File: src/ctm_regs.svh
`ifndef CTM_REGS_SVH
`define CTM_REGS_SVH

// ==========================================================
// Register byte addresses
`define CTM_ADDR_CTRL 12'h000
`define CTM_ADDR_MODE 12'h004
`define CTM_ADDR_CNT 12'h008
`define CTM_ADDR_DUTY 12'h00c
`define CTM_ADDR_PER 12'h010
`define CTM_ADDR_FLAGS 12'h014
`define CTM_ADDR_TICK 12'h018

// ==========================================================
// Field positions
`define CTM_CTRL_ENABLE_BIT 3
`define CTM_MODE_FIELD_LSB 6
`define CTM_PIN_ACTION_LSB 4
`define CTM_OUT_CTRL_BIT 3
`define CTM_INVERT_BIT 2
`define CTM_DPX_BIT 1
`define CTM_CLR_SEL_BIT 0
`define CTM_DUTY_FLAG_BIT 0
`define CTM_PER_FLAG_BIT 1

// ==========================================================
// Reset values and timing
`define CTM_CTRL_RESET 8'h00
`define CTM_MODE_RESET 8'h00
`define CTM_DUTY_RESET 16'h0000
`define CTM_PER_RESET 8'h00
`define CTM_TICK_DIV_RESET 16'h0000
`define CTM_FULL_PERIOD 17'h10000

`endif

File: src/ctm_pkg.sv
`default_nettype none

package ctm_pkg;

  typedef enum logic [1:0] {
    CTM_MODE_COMPARE = 2'b00,
    CTM_MODE_UNDEF = 2'b01,
    CTM_MODE_PWM = 2'b10,
    CTM_MODE_TIMER = 2'b11
  } ctm_mode_type;

  typedef enum logic [1:0] {
    CTM_PIN_A0 = 2'b00,
    CTM_PIN_A1 = 2'b01,
    CTM_PIN_A2 = 2'b10,
    CTM_PIN_A3 = 2'b11
  } ctm_pin_action_type;

endpackage : ctm_pkg

`default_nettype wire

File: src/ctm_match.sv
`timescale 1ns/10ps
`default_nettype none

module ctm_match (
  input wire logic [15:0] count,
  input wire logic [7:0] per_byte,
  input wire logic [15:0] duty_word,
  output logic per_hit,
  output logic duty_hit,
  output logic at_max
);

  // Period comparator matches the byte against the upper count byte
  // Hit on the last count of block n-1, so the clear that follows gives 256*n
  assign per_hit = (per_byte != 8'h00) && (count[15:8] == per_byte - 8'h01) &&
                   (count[7:0] == 8'hff);
  assign duty_hit = (duty_word != 16'h0000) && (count == duty_word);
  assign at_max = (count == 16'hffff);

endmodule : ctm_match
`default_nettype wire

File: src/ctm_tick_div.sv
`timescale 1ns/10ps
`default_nettype none
`include "ctm_regs.svh"

module ctm_tick_div (
  input wire logic clock,
  input wire logic rst_n,
  input wire logic run,
  input wire logic [15:0] divisor,
  output logic tick
);

  logic [15:0] count_ff;

  // Divisor 0 gives a tick every clock
  always_ff @(posedge clock or negedge rst_n) begin
    if (!rst_n) begin
      count_ff <= 16'h0000;
    end else if (!run || count_ff >= divisor) begin
      count_ff <= 16'h0000;
    end else begin
      count_ff <= count_ff + 16'h0001;
    end
  end

  assign tick = run && (count_ff >= divisor);

endmodule : ctm_tick_div
`default_nettype wire

File: src/ctm_timer.sv
// Implementation choices: the APB slave port and the placing of the registers.
`timescale 1ns/10ps
`default_nettype none
`include "ctm_regs.svh"

// What this block does
// - Period byte compared to counter upper byte
// - Period 256 times byte; zero gives 65536
// - Zero period byte lets counter overflow
// - Mode field: 00 compare, 11 timer, 10 PWM
// - Clear-select low: period clear, both flags
// - Clear-select high: duty clear, duty flag only
// - Clear-select high never sets period flag outside PWM
// - Zero duty value: overflow, no duty flag
// - Compare mode pin moves on duty match only
// - Pin action: none, low, high, toggle
// - Enable rise loads initial pin level
// - Timer mode like compare, pin undriven
// - PWM ignores clear-select; select picks roles
// - Select 0: period byte, duty word
// - Select 1: period word, duty byte
// - Duty at least period gives full active
// - PWM raises flag per comparator match
// - Output control sets PWM active level
// - PWM counting continues while pin forced
// - PWM pin action: inactive, active, wave
// - Invert bit inverts output pin
// - Enable rise zeroes counter; low holds it

module ctm_timer (
  input wire logic clock,
  input wire logic reset_n,
  input wire logic psel,
  input wire logic penable,
  input wire logic pwrite,
  input wire logic [11:0] paddr,
  input wire logic [31:0] pwdata,
  output logic [31:0] prdata,
  output logic pready,
  output logic pslverr,
  output logic timer_out,
  output logic timer_out_en
);

  // ==========================================================
  // Reset release
  logic rst_meta_ff;
  logic rst_n_ff;

  always_ff @(posedge clock or negedge reset_n) begin
    if (!reset_n) begin
      rst_meta_ff <= 1'b0;
      rst_n_ff <= 1'b0;
    end else begin
      rst_meta_ff <= 1'b1;
      rst_n_ff <= rst_meta_ff;
    end
  end

  // ==========================================================
  // Register file
  logic enable_ff;
  logic [7:0] mode_reg_ff;
  logic [15:0] duty_value_ff;
  logic [7:0] period_compare_byte_ff;
  logic [15:0] tick_div_ff;
  logic duty_match_flag_ff;
  logic period_match_flag_ff;
  logic [15:0] count_ff;
  logic pin_ff;
  logic enable_d_ff;

  logic wr_en;
  logic addr_ok;
  logic tick;
  logic enable_rise;
  logic per_hit;
  logic duty_hit;
  logic at_max;
  logic clr_flags_duty;
  logic clr_flags_per;
  logic [31:0] nxt_prdata;

  ctm_pkg::ctm_mode_type mode;
  ctm_pkg::ctm_pin_action_type pin_action;
  logic out_ctrl;
  logic out_invert;
  logic dpx;
  logic clr_sel;

  assign mode = ctm_pkg::ctm_mode_type'(mode_reg_ff[`CTM_MODE_FIELD_LSB +: 2]);
  assign pin_action = ctm_pkg::ctm_pin_action_type'(mode_reg_ff[`CTM_PIN_ACTION_LSB +: 2]);
  assign out_ctrl = mode_reg_ff[`CTM_OUT_CTRL_BIT];
  assign out_invert = mode_reg_ff[`CTM_INVERT_BIT];
  assign dpx = mode_reg_ff[`CTM_DPX_BIT];
  assign clr_sel = mode_reg_ff[`CTM_CLR_SEL_BIT];

  function automatic logic addr_is(input logic [11:0] a, input logic [11:0] r);
    addr_is = (a == r);
  endfunction : addr_is

  assign addr_ok = addr_is(paddr, `CTM_ADDR_CTRL) || addr_is(paddr, `CTM_ADDR_MODE) ||
                   addr_is(paddr, `CTM_ADDR_CNT) || addr_is(paddr, `CTM_ADDR_DUTY) ||
                   addr_is(paddr, `CTM_ADDR_PER) || addr_is(paddr, `CTM_ADDR_FLAGS) ||
                   addr_is(paddr, `CTM_ADDR_TICK);
  // Zero wait states
  assign pready = psel && penable;
  assign pslverr = psel && penable && !addr_ok;
  assign wr_en = psel && penable && pwrite && addr_ok;

  always_ff @(posedge clock or negedge rst_n_ff) begin
    if (!rst_n_ff) begin
      enable_ff <= 1'b0;
      mode_reg_ff <= `CTM_MODE_RESET;
      duty_value_ff <= `CTM_DUTY_RESET;
      period_compare_byte_ff <= `CTM_PER_RESET;
      tick_div_ff <= `CTM_TICK_DIV_RESET;
    end else if (wr_en) begin
      if (addr_is(paddr, `CTM_ADDR_CTRL)) begin
        enable_ff <= pwdata[`CTM_CTRL_ENABLE_BIT];
      end else if (addr_is(paddr, `CTM_ADDR_MODE)) begin
        mode_reg_ff <= pwdata[7:0];
      end else if (addr_is(paddr, `CTM_ADDR_DUTY)) begin
        duty_value_ff <= pwdata[15:0];
      end else if (addr_is(paddr, `CTM_ADDR_PER)) begin
        period_compare_byte_ff <= pwdata[7:0];
      end else if (addr_is(paddr, `CTM_ADDR_TICK)) begin
        tick_div_ff <= pwdata[15:0];
      end
    end
  end

  always_comb begin
    nxt_prdata = 32'h0000_0000;
    if (addr_is(paddr, `CTM_ADDR_CTRL)) begin
      nxt_prdata[`CTM_CTRL_ENABLE_BIT] = enable_ff;
    end else if (addr_is(paddr, `CTM_ADDR_MODE)) begin
      nxt_prdata[7:0] = mode_reg_ff;
    end else if (addr_is(paddr, `CTM_ADDR_CNT)) begin
      nxt_prdata[15:0] = count_ff;
    end else if (addr_is(paddr, `CTM_ADDR_DUTY)) begin
      nxt_prdata[15:0] = duty_value_ff;
    end else if (addr_is(paddr, `CTM_ADDR_PER)) begin
      nxt_prdata[7:0] = period_compare_byte_ff;
    end else if (addr_is(paddr, `CTM_ADDR_FLAGS)) begin
      nxt_prdata[`CTM_DUTY_FLAG_BIT] = duty_match_flag_ff;
      nxt_prdata[`CTM_PER_FLAG_BIT] = period_match_flag_ff;
    end else if (addr_is(paddr, `CTM_ADDR_TICK)) begin
      nxt_prdata[15:0] = tick_div_ff;
    end
  end

  // Read data registered during setup so it is stable in access
  always_ff @(posedge clock or negedge rst_n_ff) begin
    if (!rst_n_ff) begin
      prdata <= 32'h0000_0000;
    end else if (psel && !penable && !pwrite) begin
      prdata <= nxt_prdata;
    end
  end

  // ==========================================================
  // Timer clock and comparators
  ctm_tick_div u_div (
    .clock(clock),
    .rst_n(rst_n_ff),
    .run(enable_ff),
    .divisor(tick_div_ff),
    .tick(tick)
  );

  ctm_match u_match (
    .count(count_ff),
    .per_byte(period_compare_byte_ff),
    .duty_word(duty_value_ff),
    .per_hit(per_hit),
    .duty_hit(duty_hit),
    .at_max(at_max)
  );

  always_ff @(posedge clock or negedge rst_n_ff) begin
    if (!rst_n_ff) begin
      enable_d_ff <= 1'b0;
    end else begin
      enable_d_ff <= enable_ff;
    end
  end

  assign enable_rise = enable_ff && !enable_d_ff;

  // Clearing source: period comparator or overflow vs duty comparator
  logic clear_by_per;
  logic clear_now;
  logic per_ev;
  logic duty_ev;

  always_comb begin
    clear_by_per = 1'b1;
    if (mode == ctm_pkg::CTM_MODE_PWM) begin
      clear_by_per = !dpx;
    end else begin
      clear_by_per = !clr_sel;
    end
  end

  // Period byte zero falls back to the 16-bit overflow
  assign clear_now = clear_by_per ? (per_hit || (period_compare_byte_ff == 8'h00 && at_max))
                                  : (duty_hit || (duty_value_ff == 16'h0000 && at_max));
  // Flags raised on the same tick that the match completes
  assign per_ev = tick && (per_hit || (period_compare_byte_ff == 8'h00 && at_max)) &&
                  (mode == ctm_pkg::CTM_MODE_PWM || !clr_sel);
  assign duty_ev = tick && duty_hit;

  // ==========================================================
  // Counter
  always_ff @(posedge clock or negedge rst_n_ff) begin
    if (!rst_n_ff) begin
      count_ff <= 16'h0000;
    end else if (enable_rise) begin
      count_ff <= 16'h0000;
    end else if (tick) begin
      if (clear_now) begin
        count_ff <= 16'h0000;
      end else begin
        count_ff <= count_ff + 16'h0001;
      end
    end
  end

  // ==========================================================
  // Flags, write one to clear; a new event beats the clear
  assign clr_flags_duty = wr_en && addr_is(paddr, `CTM_ADDR_FLAGS) && pwdata[`CTM_DUTY_FLAG_BIT];
  assign clr_flags_per = wr_en && addr_is(paddr, `CTM_ADDR_FLAGS) && pwdata[`CTM_PER_FLAG_BIT];

  always_ff @(posedge clock or negedge rst_n_ff) begin
    if (!rst_n_ff) begin
      duty_match_flag_ff <= 1'b0;
    end else if (duty_ev) begin
      duty_match_flag_ff <= 1'b1;
    end else if (clr_flags_duty) begin
      duty_match_flag_ff <= 1'b0;
    end
  end

  always_ff @(posedge clock or negedge rst_n_ff) begin
    if (!rst_n_ff) begin
      period_match_flag_ff <= 1'b0;
    end else if (per_ev) begin
      period_match_flag_ff <= 1'b1;
    end else if (clr_flags_per) begin
      period_match_flag_ff <= 1'b0;
    end
  end

  // ==========================================================
  // Compare-mode pin latch
  always_ff @(posedge clock or negedge rst_n_ff) begin
    if (!rst_n_ff) begin
      pin_ff <= 1'b0;
    end else if (enable_rise) begin
      pin_ff <= out_ctrl;
    end else if (duty_ev && mode == ctm_pkg::CTM_MODE_COMPARE) begin
      case (pin_action)
        ctm_pkg::CTM_PIN_A1: pin_ff <= 1'b0;
        ctm_pkg::CTM_PIN_A2: pin_ff <= 1'b1;
        ctm_pkg::CTM_PIN_A3: pin_ff <= !pin_ff;
        default: pin_ff <= pin_ff;
      endcase
    end
  end

  // ==========================================================
  // PWM waveform
  logic [16:0] pwm_period;
  logic [16:0] pwm_duty;
  logic [16:0] byte_span;
  logic pwm_active;
  logic nxt_out;

  // Byte value n spans 256*n, zero spans the full 65536
  assign byte_span = (period_compare_byte_ff == 8'h00) ? `CTM_FULL_PERIOD
                     : {1'b0, period_compare_byte_ff, 8'h00};
  assign pwm_period = dpx ? {1'b0, duty_value_ff} : byte_span;
  assign pwm_duty = dpx ? byte_span : {1'b0, duty_value_ff};
  assign pwm_active = (pwm_duty >= pwm_period) || ({1'b0, count_ff} < pwm_duty);

  always_comb begin
    nxt_out = pin_ff;
    if (mode == ctm_pkg::CTM_MODE_PWM) begin
      case (pin_action)
        ctm_pkg::CTM_PIN_A0: nxt_out = !out_ctrl;
        ctm_pkg::CTM_PIN_A1: nxt_out = out_ctrl;
        ctm_pkg::CTM_PIN_A2: nxt_out = pwm_active ? out_ctrl : !out_ctrl;
        default: nxt_out = !out_ctrl;
      endcase
    end
  end

  // Timer mode leaves the pin free for other use
  always_ff @(posedge clock or negedge rst_n_ff) begin
    if (!rst_n_ff) begin
      timer_out <= 1'b0;
      timer_out_en <= 1'b0;
    end else begin
      timer_out <= nxt_out ^ out_invert;
      timer_out_en <= (mode == ctm_pkg::CTM_MODE_COMPARE) || (mode == ctm_pkg::CTM_MODE_PWM);
    end
  end

  // ==========================================================
  // Checks
  a_enable_zeroes: assert property (@(posedge clock) disable iff (!rst_n_ff)
    enable_rise |=> count_ff == 16'h0000) else $error("counter not zero after enable");
  a_pin_initial: assert property (@(posedge clock) disable iff (!rst_n_ff)
    enable_rise |=> pin_ff == $past(out_ctrl)) else $error("pin initial level wrong");
  a_no_per_flag: assert property (@(posedge clock) disable iff (!rst_n_ff)
    (mode != ctm_pkg::CTM_MODE_PWM && clr_sel && !period_match_flag_ff && !clr_flags_per)
    |=> !period_match_flag_ff) else $error("period flag with clear-select");
  a_clear_next: assert property (@(posedge clock) disable iff (!rst_n_ff)
    (tick && clear_now && !enable_rise) |=> count_ff == 16'h0000) else $error("no clear");
  a_count_hold: assert property (@(posedge clock) disable iff (!rst_n_ff)
    (!enable_ff && !enable_rise) |=> $stable(count_ff)) else $error("count moved off");
  a_timer_free: assert property (@(posedge clock) disable iff (!rst_n_ff)
    (mode == ctm_pkg::CTM_MODE_TIMER) |=> !timer_out_en) else $error("pin driven");
  a_duty_flag: assert property (@(posedge clock) disable iff (!rst_n_ff)
    duty_ev |=> duty_match_flag_ff) else $error("duty flag lost");
  a_pwm_forced: assert property (@(posedge clock) disable iff (!rst_n_ff)
    (mode == ctm_pkg::CTM_MODE_PWM && pin_action == ctm_pkg::CTM_PIN_A1)
    |=> timer_out == ($past(out_ctrl) ^ $past(out_invert))) else $error("forced level");
  a_compare_pin: assert property (@(posedge clock) disable iff (!rst_n_ff)
    (mode == ctm_pkg::CTM_MODE_COMPARE && !duty_ev && !enable_rise)
    |=> $stable(pin_ff)) else $error("pin moved without duty match");
  // Counter must stay below the period byte block while that byte clears it
  a_period_bound: assert property (@(posedge clock) disable iff (!rst_n_ff)
    (clear_by_per && period_compare_byte_ff != 8'h00 && !wr_en &&
     count_ff[15:8] < period_compare_byte_ff)
    |=> count_ff[15:8] < period_compare_byte_ff) else $error("counter passed period");

endmodule : ctm_timer
`default_nettype wire

File: config.mk
export PLATFORM = sky130hd
export DESIGN_NAME = ctm_timer
export DESIGN_NICKNAME = d
export VERILOG_FILES = /design/src/ctm_pkg.sv /design/src/ctm_match.sv /design/src/ctm_tick_div.sv /design/src/ctm_timer.sv
export VERILOG_INCLUDE_DIRS = /design/src /design/src/src
export SDC_FILE = /design/constraint.sdc
export NUM_CORES = 1
export LEC_CHECK = 0
export BUFFER_PORTS_ARGS = -buffer_cell sky130_fd_sc_hd__buf_4
export CAP_MARGIN = 20
export CORE_UTILIZATION = 30
export CTS_CLUSTER_DIAMETER = 150
export DETAILED_ROUTE_END_ITERATION = 8
export GPL_TIMING_DRIVEN = 0
export PLACE_DENSITY_LB_ADDON = 0.12
export SETUP_SLACK_MARGIN = 0.1
export SLEW_MARGIN = 25
export SYNTH_ARGS = -nofsm -noshare
export SYNTH_HDL_FRONTEND = slang
export SYNTH_SLANG_ARGS = --single-unit
File: constraint.sdc
create_clock -name clock -period 6.8 [get_ports clock]
set_clock_uncertainty 0.05 [all_clocks]
set_input_delay 1.36 -clock clock [delete_from_list [all_inputs] [get_ports clock]]
set_output_delay 1.36 -clock clock [all_outputs]
set_load 0.01 [all_outputs]
==> metrics.md <==
| Metric | Value |
|---|---|
| CP max stage delay | 0.57 ns |
| First drt pass iteration count | 5 |
| Clk sinks | roughly 110 |
| GR Layer Usage met1 | 25.2% |
| Register area share after synthesis | 38.1% |
| GRT Overall Usage | 18.0% |
| Top Usage Layer GRT | met2 |
| Leakage | 0.00365 µW |
| Avg Inst Size Synth | about 9.5 µm² |
| Post-route cell area | between 8000 and 9000 µm² |
| Register area | 2630 µm² |
| Layout cell share with drive strength beyond 1 | 19.8% |
| Critical path fanouts, max | 10 |
| Final Cycle Share | 61.6% |
| Peak supply drop | 0.000101 V |
| CTS Buf Count | 9 |
| H-tree levels | 3 |
| First-pass GRT wire length | around 32,000 µm |
| Total Neg Setup Slack | 0 ns |
| Fillers | 2,333 |
| Post-synth top flop | dfrtp_1 |
| Critical path data arrival time | 4.41 ns |
| Fin. max-slew vios | 0 |
| Initial Util | 30.6% |
| Synthesized netlist cell count | approximately 730 |
| Type of the worst setup path | reg2reg |
| Max-cap violations | 0 |
| Outcome | completed |
| Yosys cell types | 73 |
| Synth area leader | dfrtp_1 |
| # hold bufs at CTS | 0 |
| Number of routed nets with antenna violations | 0 |
| Total number of vias | 5,747 |
| Detailed Route WL | around 21,000 µm |
| Num ports | 85 |
| Worst-margin pin slew | around 0.71 ns |
| Post-CTS resize count | 0 |
| EDFF count, synth | 0 |
| CTS root buf | clkbuf_16 |
| Core area | 22,600 µm² |
| Post-Syn Area | 6900 µm² |
| Synth Register Bits | about 110 |
| Placed cell count | between 1,000 and 1,500 |
| DR iter-0 viols | 393 |
| Final net count | 897 |
| Worst EP required | 7.02 ns |
| Gpl congestion | 0.848 |
| Crit path cell chain | clkbuf_1 -> buf_1 -> buf_1 -> mux2i_1 -> inv_1 -> ha_1 -> maj3_1 -> o2111a_1 -> o21ai_0 -> o211ai_1 -> mux2i_1 -> nand4b_1 -> o211ai_1 |
| CP max-delay cell | buf_1 |
| Slew HR | 52.1% |
| Vias per inst | around 5.2 |
| Placement Rows | 55 |
| Largest net degree at the start of global routing | 53 |
| Fin util | between 30% and 40% |
| Initial antenna violation count | 0 |
| Commonest non-fill, non-tap cells in the layout | dfrtp_1 (104), nand2_1 (73), buf_4 (69) |
| Async S/R FF share, synth | 100% |
| Top cell type's share of synthesized area | 38.1% |
| Area of the multi-input gates | roughly 3800 µm² |
| DP Wirelength | approximately 16,000 µm |
| Dominant cells by area after synthesis | dfrtp_1 (38%), ha_1 (7.4%), mux2_2 (6.9%) |
| Commonest non-fill, non-tap cell in the layout | dfrtp_1 |
| Final setup violation count | 0 |
| Vias in the first global route | about 5,600 |
| Crit end category | flip-flop |
| Height of the die | 154 µm |
| Met3 GRT Util | under 10% |
| Yosys warning count | 0 |
| Hold Vio Cnt, Final | 0 |
| Die ar. | 23,600 µm² |
| Die X | 154 µm |
| Max Fclk | 239 MHz |
| Area Overhead vs Synth | 16.5% |
| Clk slew on worst S/H paths | 0.07 ns |
| I/O Buffers | around 50 |
| Post-CTS Setup Repair Bufs | 0 |
| Antenna Cells | 0 |
| Power Density | ~150 nW/µm² |
| Drt wl/cell | 19.0 µm |
| Worst-Skew Late Latency | between 0.3 and 0.4 ns |
| Met2 usage | 28.8% |
| Clk buf depth | 2 |
| Drt drc | 0 |
| RSZ-0062 raised after global routing | false |
| Total grt overflow | 0 |
| CP startpoint kind | flip-flop |
| DP Area | 7750 µm² |
| Fin crit period | 4.19 ns |
| Worst min path class | reg2async |
| CTS tree | built |
| Post-Layout Cell Count | 1,097 |
==> flip-flops by register name, summed over array words and instances, names as in the netlist <==
name	count
period_match_flag_ff	1
duty_match_flag_ff	1
count_ff	16
rst_meta_ff	1
prdata	16
timer_out_en	1
period_compare_byte_ff	8
timer_out	1
enable_d_ff	1
enable_ff	1
rst_n_ff	1
duty_value_ff	16
mode_reg_ff	8
pin_ff	1
u_div.count_ff	16
tick_div_ff	16
==> metrics by stage <==
stage / setup slack [ns] / hold slack, ns / power, µW
final: 2.61 / 0.156 / 1220
after global routing: 2.32 / 0.186 / 1260
after CTS: 2.59 / 0.168 / 1230
after detailed placement: 2.52 / 0.160 / 702
after global placement: 2.20 / 0.287 / 698
after floorplan: 3.27 / 0.281 / 668
==> cells by family after synthesis <==
family / Yosys count / share of synthesized area [%]
flops: 105 / 38.1
buf+inv: 96 / 7.56
compound gates: 152 / 15.6
xor+xnor: 44 / 5.58
simple gates: 233 / 16.9
mux: 54 / 8.59
fa+ha+maj: 42 / 7.58
other cells: 2 / 0.109
==> final cells by class <==
type / count / share of cell area [%]
inverter: 36 / 1.68
buffer: 60 / 4.81
multi-input combinational: 542 / 47.4
timing repair buffer: 53 / 5.35
tap: 285 / 4.43
clock buffer: 10 / 2.85
clock inverter: 6 / 0.731
sequential: 105 / 32.7
==> final timing paths <==
path	end	cells after the start	start	slack, ns
worst min register to register	timer_out_en$_DFF_PN0_	0	rst_n_ff$_DFF_PN0_	0.16
worst max register to register	timer_out$_DFF_PN0_	13	mode_reg_ff[1]$_DFFE_PN0P_	2.61
min in group clock	rst_n_ff$_DFF_PN0_	0	rst_meta_ff$_DFF_PN0_	0.30
max in group asynchronous	duty_value_ff[15]$_DFFE_PN0P_	2	rst_n_ff$_DFF_PN0_	5.72
worst min-delay path	timer_out_en$_DFF_PN0_	0	rst_n_ff$_DFF_PN0_	0.16
worst max-delay path	timer_out$_DFF_PN0_	13	mode_reg_ff[1]$_DFFE_PN0P_	2.61
==> synth_stat cells (4+ instances only) <==
cell and n:
o211ai_1 5, nand2_1 73, dfrtp_1 105, inv_1 36, buf_6 4, nor4_1 11, clkbuf_1 27, nor2b_1 12
o31ai_1 13, a21o_1 7, a22oi_1 7, a222oi_1 8, nor3_1 13, mux2_2 42, xor2_1 15, o21ai_0 43
and3_1 10, xnor2_1 29, a221oi_1 10, buf_2 4, nand4_1 13, mux2i_1 12, nor2_1 47, nand3_1 22
ha_1 41, a22o_1 12, a31oi_1 4, a21oi_1 20, buf_4 18
==> report_power, final <==
group | switching [µW] | total [µW] | internal [µW]
Clock | 269 | 527 | 257
Sequential | 3.00 | 628 | 625
Combinational | 35.0 | 60.6 | 25.6
Total | 307 | 1220 | 908
==> layer usage <==
| metal | up-vias | part of all wire (%) | routed length, µm |
|---|---|---|---|
| li1 | 2752 | - | - |
| met1 | 2803 | 49 | 10100 |
| met2 | 174 | 45 | 9400 |
| met3 | 18 | 4.8 | 1010 |
| met4 | 0 | 1.4 | 292 |
| met5 | - | 0 | 0 |
==> worst max-delay path: cells and delay by family, from the launching register on <==
kind,cells,cell delay [ns]
buffers and inverters,4,1.57
AO/OA/AOI/OAI,4,0.78
multiplexers,2,0.63
adder cells (fa/ha/maj),2,0.60
flip-flops,1,0.34
AND/OR/NAND/NOR,1,0.14
Power figures use the tool's default switching activity.
